**src/inc/epa_pkg.sv**
```systemverilog
/*
  Constants for the emulated link partner status registers: host offsets,
  management indices, field positions, fixed field values and reset values.
  Assumes a single system clock domain and an active-low asynchronous reset.
*/
package epa_pkg;

  localparam int HOST_ADDR_W = 12;
  localparam int MGMT_IDX_W = 5;

  // Host-side word offsets (byte addresses)
  localparam logic [11:0] EXP_OFFSET = 12'h1d8;
  localparam logic [11:0] PARTNER_OFFSET = 12'h1d4;

  // Serial management register indices
  localparam logic [4:0] EXP_INDEX = 5'h06;
  localparam logic [4:0] PARTNER_INDEX = 5'h05;

  // Partner ability word field positions
  localparam int SEL_LSB = 0;
  localparam int SEL_MSB = 4;
  localparam int ABIL_LSB = 5;
  localparam int ABIL_MSB = 8;
  localparam int T4_BIT = 9;
  localparam int SYM_PAUSE_BIT = 10;
  localparam int ASYM_PAUSE_BIT = 11;
  localparam int REMOTE_FAULT_BIT = 13;
  localparam int NEXT_PAGE_BIT = 15;

  localparam logic [4:0] SELECTOR_8023 = 5'h01;
  localparam logic [3:0] PARTNER_ABILITIES = 4'hf;

  // Expansion register field positions
  localparam int AN_ABLE_BIT = 0;
  localparam int PAGE_RX_BIT = 1;
  localparam int LOCAL_NP_BIT = 2;
  localparam int PARTNER_NP_BIT = 3;
  localparam int PAR_DET_FAULT_BIT = 4;

  // Reset values
  localparam logic PAGE_RX_RST = 1'b0;
  localparam logic AN_ABLE_RST = 1'b1;
  localparam logic [31:0] HOST_DATA_RST = 32'h0000_0000;
  localparam logic [15:0] MGMT_DATA_RST = 16'h0000;

  typedef enum logic [1:0]
  {
    neg_start,
    neg_done
  } epa_neg_state_type;

  // Expansion word as seen by both read paths; fixed bits stay zero
  function automatic logic [15:0] exp_word(input logic page_rx, input logic an_able);
    logic [15:0] w;
    w = 16'h0000;
    w[PAGE_RX_BIT] = page_rx;
    w[AN_ABLE_BIT] = an_able;
    return w;
  endfunction

endpackage

```
**src/hdl/epa_partner_word.sv**
```systemverilog
/*
  Builds the emulated partner's base-page ability word from the local
  pause advertisement. Purely combinational; the caller registers it.
*/
module epa_partner_word
(
  input wire logic adv_sym_pause,
  input wire logic adv_asym_pause,
  output logic [15:0] ability_word
);

  import epa_pkg::*;

  always_comb
  begin
    ability_word = 16'h0000;
    ability_word[SEL_MSB:SEL_LSB] = SELECTOR_8023;
    ability_word[ABIL_MSB:ABIL_LSB] = PARTNER_ABILITIES;
    // Partner symmetric pause is local sym XOR asym; partner asymmetric copies local asym
    ability_word[SYM_PAUSE_BIT] = adv_sym_pause ^ adv_asym_pause;
    ability_word[ASYM_PAUSE_BIT] = adv_asym_pause;
    // Four-pair, remote fault and next page bits stay clear
    ability_word[T4_BIT] = 1'b0;
    ability_word[REMOTE_FAULT_BIT] = 1'b0;
    ability_word[NEXT_PAGE_BIT] = 1'b0;
  end

endmodule

```
**src/hdl/epa_regs.sv**
```systemverilog
/*
  Emulated link partner status registers: partner ability word and the
  auto-negotiation expansion register, readable as 32-bit host words and
  as 16-bit management registers. Assumes inputs synchronous to clk; the
  host and management paths are answered independently, even in the same cycle.
*/
// What this block does
// - The partner ability word always shows the four 10/100 half and full duplex bits 8:5 as one.
// - The selector field in bits 4:0 of the partner word always reads 00001.
// - Each register is a 32-bit host word with bits 31:16 zero and a 16-bit serial register.
// - The partner has no next page and sends its base page at once when negotiation runs.
// - The partner never signals remote fault and never claims four-pair capability.
// - Partner pause bits follow local pause: none gives none, symmetric only gives symmetric.
// - Local asymmetric only gives partner both bits; both local bits give asymmetric only.
// - The expansion register answers at host offset 0x1d8 and at management index 6.
// - The parallel detection fault bit 4 of the expansion register always reads zero.
// - Both next-page-able bits 3 and 2 of the expansion register always read zero.
// - The page received bit 1 latches high on a new page and clears on a read.
// - Reset clears page received, and the negotiation run right after reset sets it.
// - Partner negotiation-able bit 0 reads one unless local and partner abilities share no bit.
// - Bit 9 of the partner word, four-pair capability, always reads zero.
module epa_regs
(
  input wire logic clk,
  input wire logic resetn,
  input wire logic host_rd_en,
  input wire logic [epa_pkg::HOST_ADDR_W-1:0] host_addr,
  output logic [31:0] host_rd_data_q,
  output logic host_rd_valid_q,
  input wire logic mgmt_rd_en,
  input wire logic [epa_pkg::MGMT_IDX_W-1:0] mgmt_reg_idx,
  output logic [15:0] mgmt_rd_data_q,
  output logic mgmt_rd_valid_q,
  input wire logic adv_sym_pause,
  input wire logic adv_asym_pause,
  input wire logic [3:0] local_adv_ability,
  input wire logic an_restart
);

  import epa_pkg::*;

  logic [15:0] partner_word;
  logic [15:0] exp_now;
  logic host_hit_exp;
  logic host_hit_partner;
  logic mgmt_hit_exp;
  logic mgmt_hit_partner;
  logic page_clear;
  logic page_set;

  epa_neg_state_type st_q, st_d;
  logic page_rx_q, page_rx_d;
  logic an_able_q, an_able_d;
  logic [31:0] host_rd_data_d;
  logic host_rd_valid_d;
  logic [15:0] mgmt_rd_data_d;
  logic mgmt_rd_valid_d;

  epa_partner_word u_partner_word
  (
    .adv_sym_pause(adv_sym_pause),
    .adv_asym_pause(adv_asym_pause),
    .ability_word(partner_word)
  );

  // Address decode for both read paths
  always_comb
  begin
    host_hit_exp = host_rd_en && (host_addr == EXP_OFFSET);
    host_hit_partner = host_rd_en && (host_addr == PARTNER_OFFSET);
    mgmt_hit_exp = mgmt_rd_en && (mgmt_reg_idx == EXP_INDEX);
    mgmt_hit_partner = mgmt_rd_en && (mgmt_reg_idx == PARTNER_INDEX);
  end

  // Negotiation: one cycle to exchange the base page, then wait for a restart
  always_comb
  begin
    st_d = st_q;
    page_set = 1'b0;
    an_able_d = an_able_q;
    case (st_q)
      neg_start:
      begin
        // No wait and no next page: the base page lands immediately
        page_set = 1'b1;
        an_able_d = |(local_adv_ability & PARTNER_ABILITIES);
        st_d = neg_done;
      end
      neg_done:
      begin
        if (an_restart)
        begin
          st_d = neg_start;
        end
      end
      default:
      begin
        st_d = neg_start;
      end
    endcase
  end

  // Page received: a new page wins over a read in the same cycle
  always_comb
  begin
    page_clear = host_hit_exp || mgmt_hit_exp;
    if (page_set)
    begin
      page_rx_d = 1'b1;
    end
    else if (page_clear)
    begin
      page_rx_d = 1'b0;
    end
    else
    begin
      page_rx_d = page_rx_q;
    end
  end

  // Read answers carry the flag value from before the clear
  always_comb
  begin
    exp_now = exp_word(page_rx_q, an_able_q);
    host_rd_valid_d = host_rd_en;
    mgmt_rd_valid_d = mgmt_rd_en;
    // Upper half is padding; unmapped addresses read zero
    host_rd_data_d = HOST_DATA_RST;
    if (host_hit_exp)
    begin
      host_rd_data_d = {16'h0000, exp_now};
    end
    else if (host_hit_partner)
    begin
      host_rd_data_d = {16'h0000, partner_word};
    end
    mgmt_rd_data_d = MGMT_DATA_RST;
    if (mgmt_hit_exp)
    begin
      mgmt_rd_data_d = exp_now;
    end
    else if (mgmt_hit_partner)
    begin
      mgmt_rd_data_d = partner_word;
    end
  end

  always_ff @(posedge clk or negedge resetn)
  begin
    if (!resetn)
    begin
      st_q <= neg_start;
      page_rx_q <= PAGE_RX_RST;
      an_able_q <= AN_ABLE_RST;
      host_rd_data_q <= HOST_DATA_RST;
      host_rd_valid_q <= 1'b0;
      mgmt_rd_data_q <= MGMT_DATA_RST;
      mgmt_rd_valid_q <= 1'b0;
    end
    else
    begin
      st_q <= st_d;
      page_rx_q <= page_rx_d;
      an_able_q <= an_able_d;
      host_rd_data_q <= host_rd_data_d;
      host_rd_valid_q <= host_rd_valid_d;
      mgmt_rd_data_q <= mgmt_rd_data_d;
      mgmt_rd_valid_q <= mgmt_rd_valid_d;
    end
  end
endmodule

```
**config.mk**
```make
export PLATFORM = sky130hd
export DESIGN_NAME = epa_regs
export DESIGN_NICKNAME = d
export VERILOG_FILES = /design/src/inc/epa_pkg.sv /design/src/hdl/epa_partner_word.sv /design/src/hdl/epa_regs.sv
export SDC_FILE = /design/constraint.sdc
export NUM_CORES = 1
export LEC_CHECK = 0
export ABC_AREA = 1
export BUFFER_PORTS_ARGS = -buffer_cell sky130_fd_sc_hd__buf_4
export CORE_UTILIZATION = 37
export DETAILED_ROUTE_END_ITERATION = 6
export GPL_TIMING_DRIVEN = 0
export PLACE_DENSITY = 0.79
export SYNTH_ARGS = -nofsm -noshare
export SYNTH_HDL_FRONTEND = slang
export SYNTH_SLANG_ARGS = --single-unit
```
**constraint.sdc**
```tcl
create_clock -name clk -period 0.9 [get_ports clk]
set_input_delay 0 -clock clk [delete_from_list [all_inputs] [get_ports clk]]
set_output_delay 0 -clock clk [all_outputs]
set_load 0.05 [all_outputs]
```
=== Yosys cells after proc, flatten, opt, wreduce, memory -nomap -nowiden ===
Index checks and enable logic that the tools add are counted.

* Word-level logic and storage cells: 31
* Output and inout port bits: 50
* Input bits: 28
* Register bits: 54

* Reduce and logical (&&, ||, !) cells: 8
* Eq/ne operators: 6
* Bitwise operators: 1
* Muxes and demuxes: 9

{| class="wikitable"
|+ Operators by type and width
! cell !! count
|-
| $mux W12 || 3
|-
| $mux W32 || 1
|-
| $eq A12 B9 Y1 const B || 2
|-
| $eq A5 B3 Y1 const B || 2
|-
| $logic_and A1 B1 Y1 || 4
|-
| $pmux W2 S2 || 1
|-
| $reduce_or A4 Y1 || 1
|-
| $mux W1 || 3
|-
| $eq A2 B1 Y1 const B || 1
|-
| $logic_not A2 Y1 || 1
|-
| $mux W2 || 1
|-
| $ne A2 B2 Y1 const B || 1
|-
| $reduce_bool A2 Y1 || 1
|-
| $logic_or A1 B1 Y1 || 1
|-
| $xor A1 B1 Y1 || 1
|}

=== Logic depth before layout (Yosys ltp) ===
* Depth in word-level cells: 5
* Mapped depth: 7
* Gate-level depth less buffers: 7

=== Hierarchy ===
From an unflattened synthesis, not the netlist that was laid out.

* Cell total of the unflattened synthesis: 191
* Area, all modules: 1734.2 µm²

{| class="wikitable"
|+ Modules (own cells, without submodules)
! module !! sequential area each (µm²) !! cells each !! area each (µm²) !! instances
|-
| epa_regs || 927.1 || 169 || 1595.3 || 1
|-
| epa_partner_word || 0.0 || 22 || 138.9 || 1
|}

=== Worst setup path after synthesis ===
Ideal clock, no wire load.

* Path kind: register -> output
* Start: register, netlist name host_rd_data_q[8]
* End: output port host_rd_data_q[6]
* Data required time: 0.900 ns
* Stages on the path, launching flop included: 2
* Arrival time: 0.923 ns
* Path slack: -0.023 ns
* Buffers on the path: 1
* Path through: dfrtp_1 buf_4

{| class="wikitable"
|+ RTL lines
! what !! line !! text
|-
| end, declared || epa_regs.sv:28 || <nowiki>output logic [31:0] host_rd_data_q,</nowiki>
|}

==> results.yml <==
run_status:
  status: "complete, but fails checks"
  violations: "hold timing, setup timing"
placement:
  port_buffers: 45
  dp_hpwl_um: 1386
  place_congestion: 0.6434
  dpl_worst_slack_ns: 0.09041
synth:
  ys_ff_latch: 15
  synth.avg_cell_area_um2: 8.520
  syn_inst: 105
  synth.distinct_cells: 16
  yosys_warnings: 0
  syn_area_um2: 894.6
  yosys.area.top_type: "dfrtp_1"
  synthTopCellsByArea: "dfrtp_1 39%, buf_4 32%, inv_1 6.7%, nand2_1 4.6%, nor2_1 4.6%"
  synth_top_area_share: 0.3916
  yosysSeqAreaShare: 0.4210
sta:
  setup-violations-final: 7
  fin_ws_ns: -0.09314
  finalClockSkew_ns: 0.003564
  whs_ns: -0.01085
  finalCritPeriodShare: 1.103
  hold_viol_final: 1
  finalCriticalPeriod_ns: 0.9931
  slew_violations: 0
  clock.fmax_mhz: 1007
  rsz0062_at_grt: "yes"
flow_run:
  drv_cap: 0
final_layout:
  num_antenna_cells: 0
  post-route-util: 0.6859
  fin_nets: 223
  fillers: 170
  drive_gt1_frac: 0.4897
  syn2layout_area_growth_pct: 72.87
drt:
  remaining_drc_errors: 0
  routed_wl_um: 1735
  drtPass1Iterations: 2
  first_iter_violations: 3
  route.vias.total: 793
  wl_per_cell_um: 7.815
  via_per_inst: 3.572
  ant_nets: 0
setup_path:
  critPathRequiredTime_ns: 0.90
  crit_path_start_kind: "flop"
  worstPathMaxFanout: 4
  cp_top_family: "flip-flops"
  end_kind: "output port"
  path_cells: "buf_6 > buf_8"
  cp_num_buf_inv: 2
  cpPeakStageDelay_ns: 0.45
  crit_type: "reg -> out"
  cp.arrival_ns: 0.99
  cp_slowest_cell: "dfrtp_2"
clock_network:
  cts_made_buffers: 3
  cts_tree: "built"
  clock_latency_ns: 0.28
  cts_root_buf: "clkbuf_4"
  cts_sinks: 15
  htreeDepth: 1
  max-clock-path-buffers: 2
  holdBufCountCts: 9
  clk_pin_slew_ns: 0.09
global_route:
  grt_pass1_wl_um: 2615
  grt_pass1_vias: 673
  grt_usage: 0.1385
  antenna_found_initial: 0
  grt_max_degree: 16
  gr-total-overflow: 0
floorplan:
  start_util: 0.3968
  fp.dieW_um: 51.17
  dieArea_um2: 2618
  die-height_um: 51.17
  core-area_um2: 2255
  rows: 17
  io_pins: 78
pwr:
  p_per_area_nw_per_um2: 1102
  leakagePower_nw: 0.9684
  vdd_drop_max_uv: 719.7
hold_path:
  min_path_type: "in -> reg"
-- where the power goes --
| part | internal [mW] | total [mW] | leakage [nW] | switching [mW] |
|---|---|---|---|---|
| sequential | 0.688 | 0.695 | 0.190 | 0.00680 |
| clock | 0.165 | 0.377 | 0.0177 | 0.212 |
| combinational | 0.224 | 0.632 | 0.761 | 0.408 |
| total | 1.08 | 1.70 | 0.968 | 0.627 |
-- worst min-delay path: cells and delay by family --
kind                   cells  cell delay (ns)
buffers and inverters      2             0.13
and+or+nand+nor            2             0.11
-- cell usage in the layout (no fill, tap or decap) --
master / n
buf_8: 3
conb_1: 32
clkbuf_4: 3
nand2_1: 11
dlygate4sd3_1: 8
buf_6: 6
dfstp_2: 1
nor3_1: 1
dfrtp_2: 2
nor3_2: 1
xnor2_1: 1
nand3_2: 1
clkinv_2: 1
nor2_2: 2
dfrtp_1: 12
nand3_1: 3
buf_4: 75
nand4_1: 2
o21ai_0: 1
inv_1: 16
nor2_1: 11
a22oi_1: 1
-- registers in the layout, indices dropped and copies added, names as in the netlist --
| register | cells |
|---|---|
| an_able_q | 1 |
| mgmt_rd_data_q | 5 |
| host_rd_valid_q | 1 |
| st_q | 1 |
| host_rd_data_q | 5 |
| page_rx_q | 1 |
| mgmt_rd_valid_q | 1 |
-- stage by stage --
step | hold slack [ns] | std cells | TNS, ns | power, mW | cell area, µm²
after floorplan | -0.2956 | 136 | 0 | 1.179 | 1013
after global placement | -0.1434 | 209 | 0 | 1.300 | 1386
after detailed placement | -0.1372 | 209 | 0 | 1.305 | 1386
after CTS | -0.0004874 | 222 | -0.6269 | 1.715 | 1526
after global routing | -0.007037 | 222 | -0.8689 | 1.789 | 1546
final | -0.01085 | 222 | -0.5541 | 1.704 | 1546
-- cells in the mapped netlist, drive strengths merged --
cell type / instances
a22oi: 1
nand4: 2
nand2: 11
xnor2: 1
buf: 38
o21ai: 1
dfstp: 1
dfrtp: 14
nor2: 13
inv: 16
conb: 1
nor3: 2
nand3: 4
-- area by class of cell --
| cell class | instances | area, µm² | area share |
|---|---|---|---|
| Timing Repair Buffer | 54 | 459.2 | 0.2969 |
| Tap cell | 28 | 35.03 | 0.02265 |
| Inverter | 16 | 60.06 | 0.03884 |
| Buffer | 38 | 296.5 | 0.1917 |
| Sequential cell | 15 | 379.1 | 0.2451 |
| Clock buffer | 3 | 22.52 | 0.01456 |
| Multi-Input combinational cell | 67 | 289.0 | 0.1869 |
| Clock inverter | 1 | 5.005 | 0.003236 |
-- what timing repair did --
item / 4_1_cts / 5_1_grt
endpoints found under the setup margin: 8 / 9
buffers inserted: 0 / 1
resized for setup: 6 / 6
endpoints found under the hold margin: 23 / 1
pin swaps: 0 / 1
-- logic make-up after synthesis --
family,share of synthesized area
AOI/OAI and AO/OA,0.01398
xor gates and xnor gates,0.009792
buffers and inverters,0.3860
DFF,0.4210
other,0.004192
and+or+nand+nor,0.1650
-- final timing paths --
path / from / end / slack, ns / cells past startpoint
setup / recovery: mgmt_rd_data_q[8]$_DFF_PN0_ / mgmt_rd_data_q[7] / -0.09 / 2
hold / removal: host_addr[3] / host_rd_data_q[8]$_DFF_PN0_ / -0.01 / 4
setup reg to reg: an_able_q$_DFFE_PN1N_ / an_able_q$_DFFE_PN1N_ / 0.08 / 2
hold reg to reg: st_q[0]$_DFFE_PN0P_ / st_q[0]$_DFFE_PN0P_ / 0.48 / 1
max in group asynchronous: resetn / an_able_q$_DFFE_PN1N_ / 0.54 / 2
min in group asynchronous: resetn / mgmt_rd_data_q[10]$_DFF_PN0_ / 0.13 / 2
-- routing by layer --
metal | share of wire | global-route usage | routed length (µm)
met5 | 0 | 0 | 0
met4 | 0 | 0.05556 | 0
met3 | 0.11 | 0.04167 | 193
met2 | 0.54 | 0.2610 | 929
met1 | 0.35 | 0.1391 | 612
(Power assumes the default switching activity.)
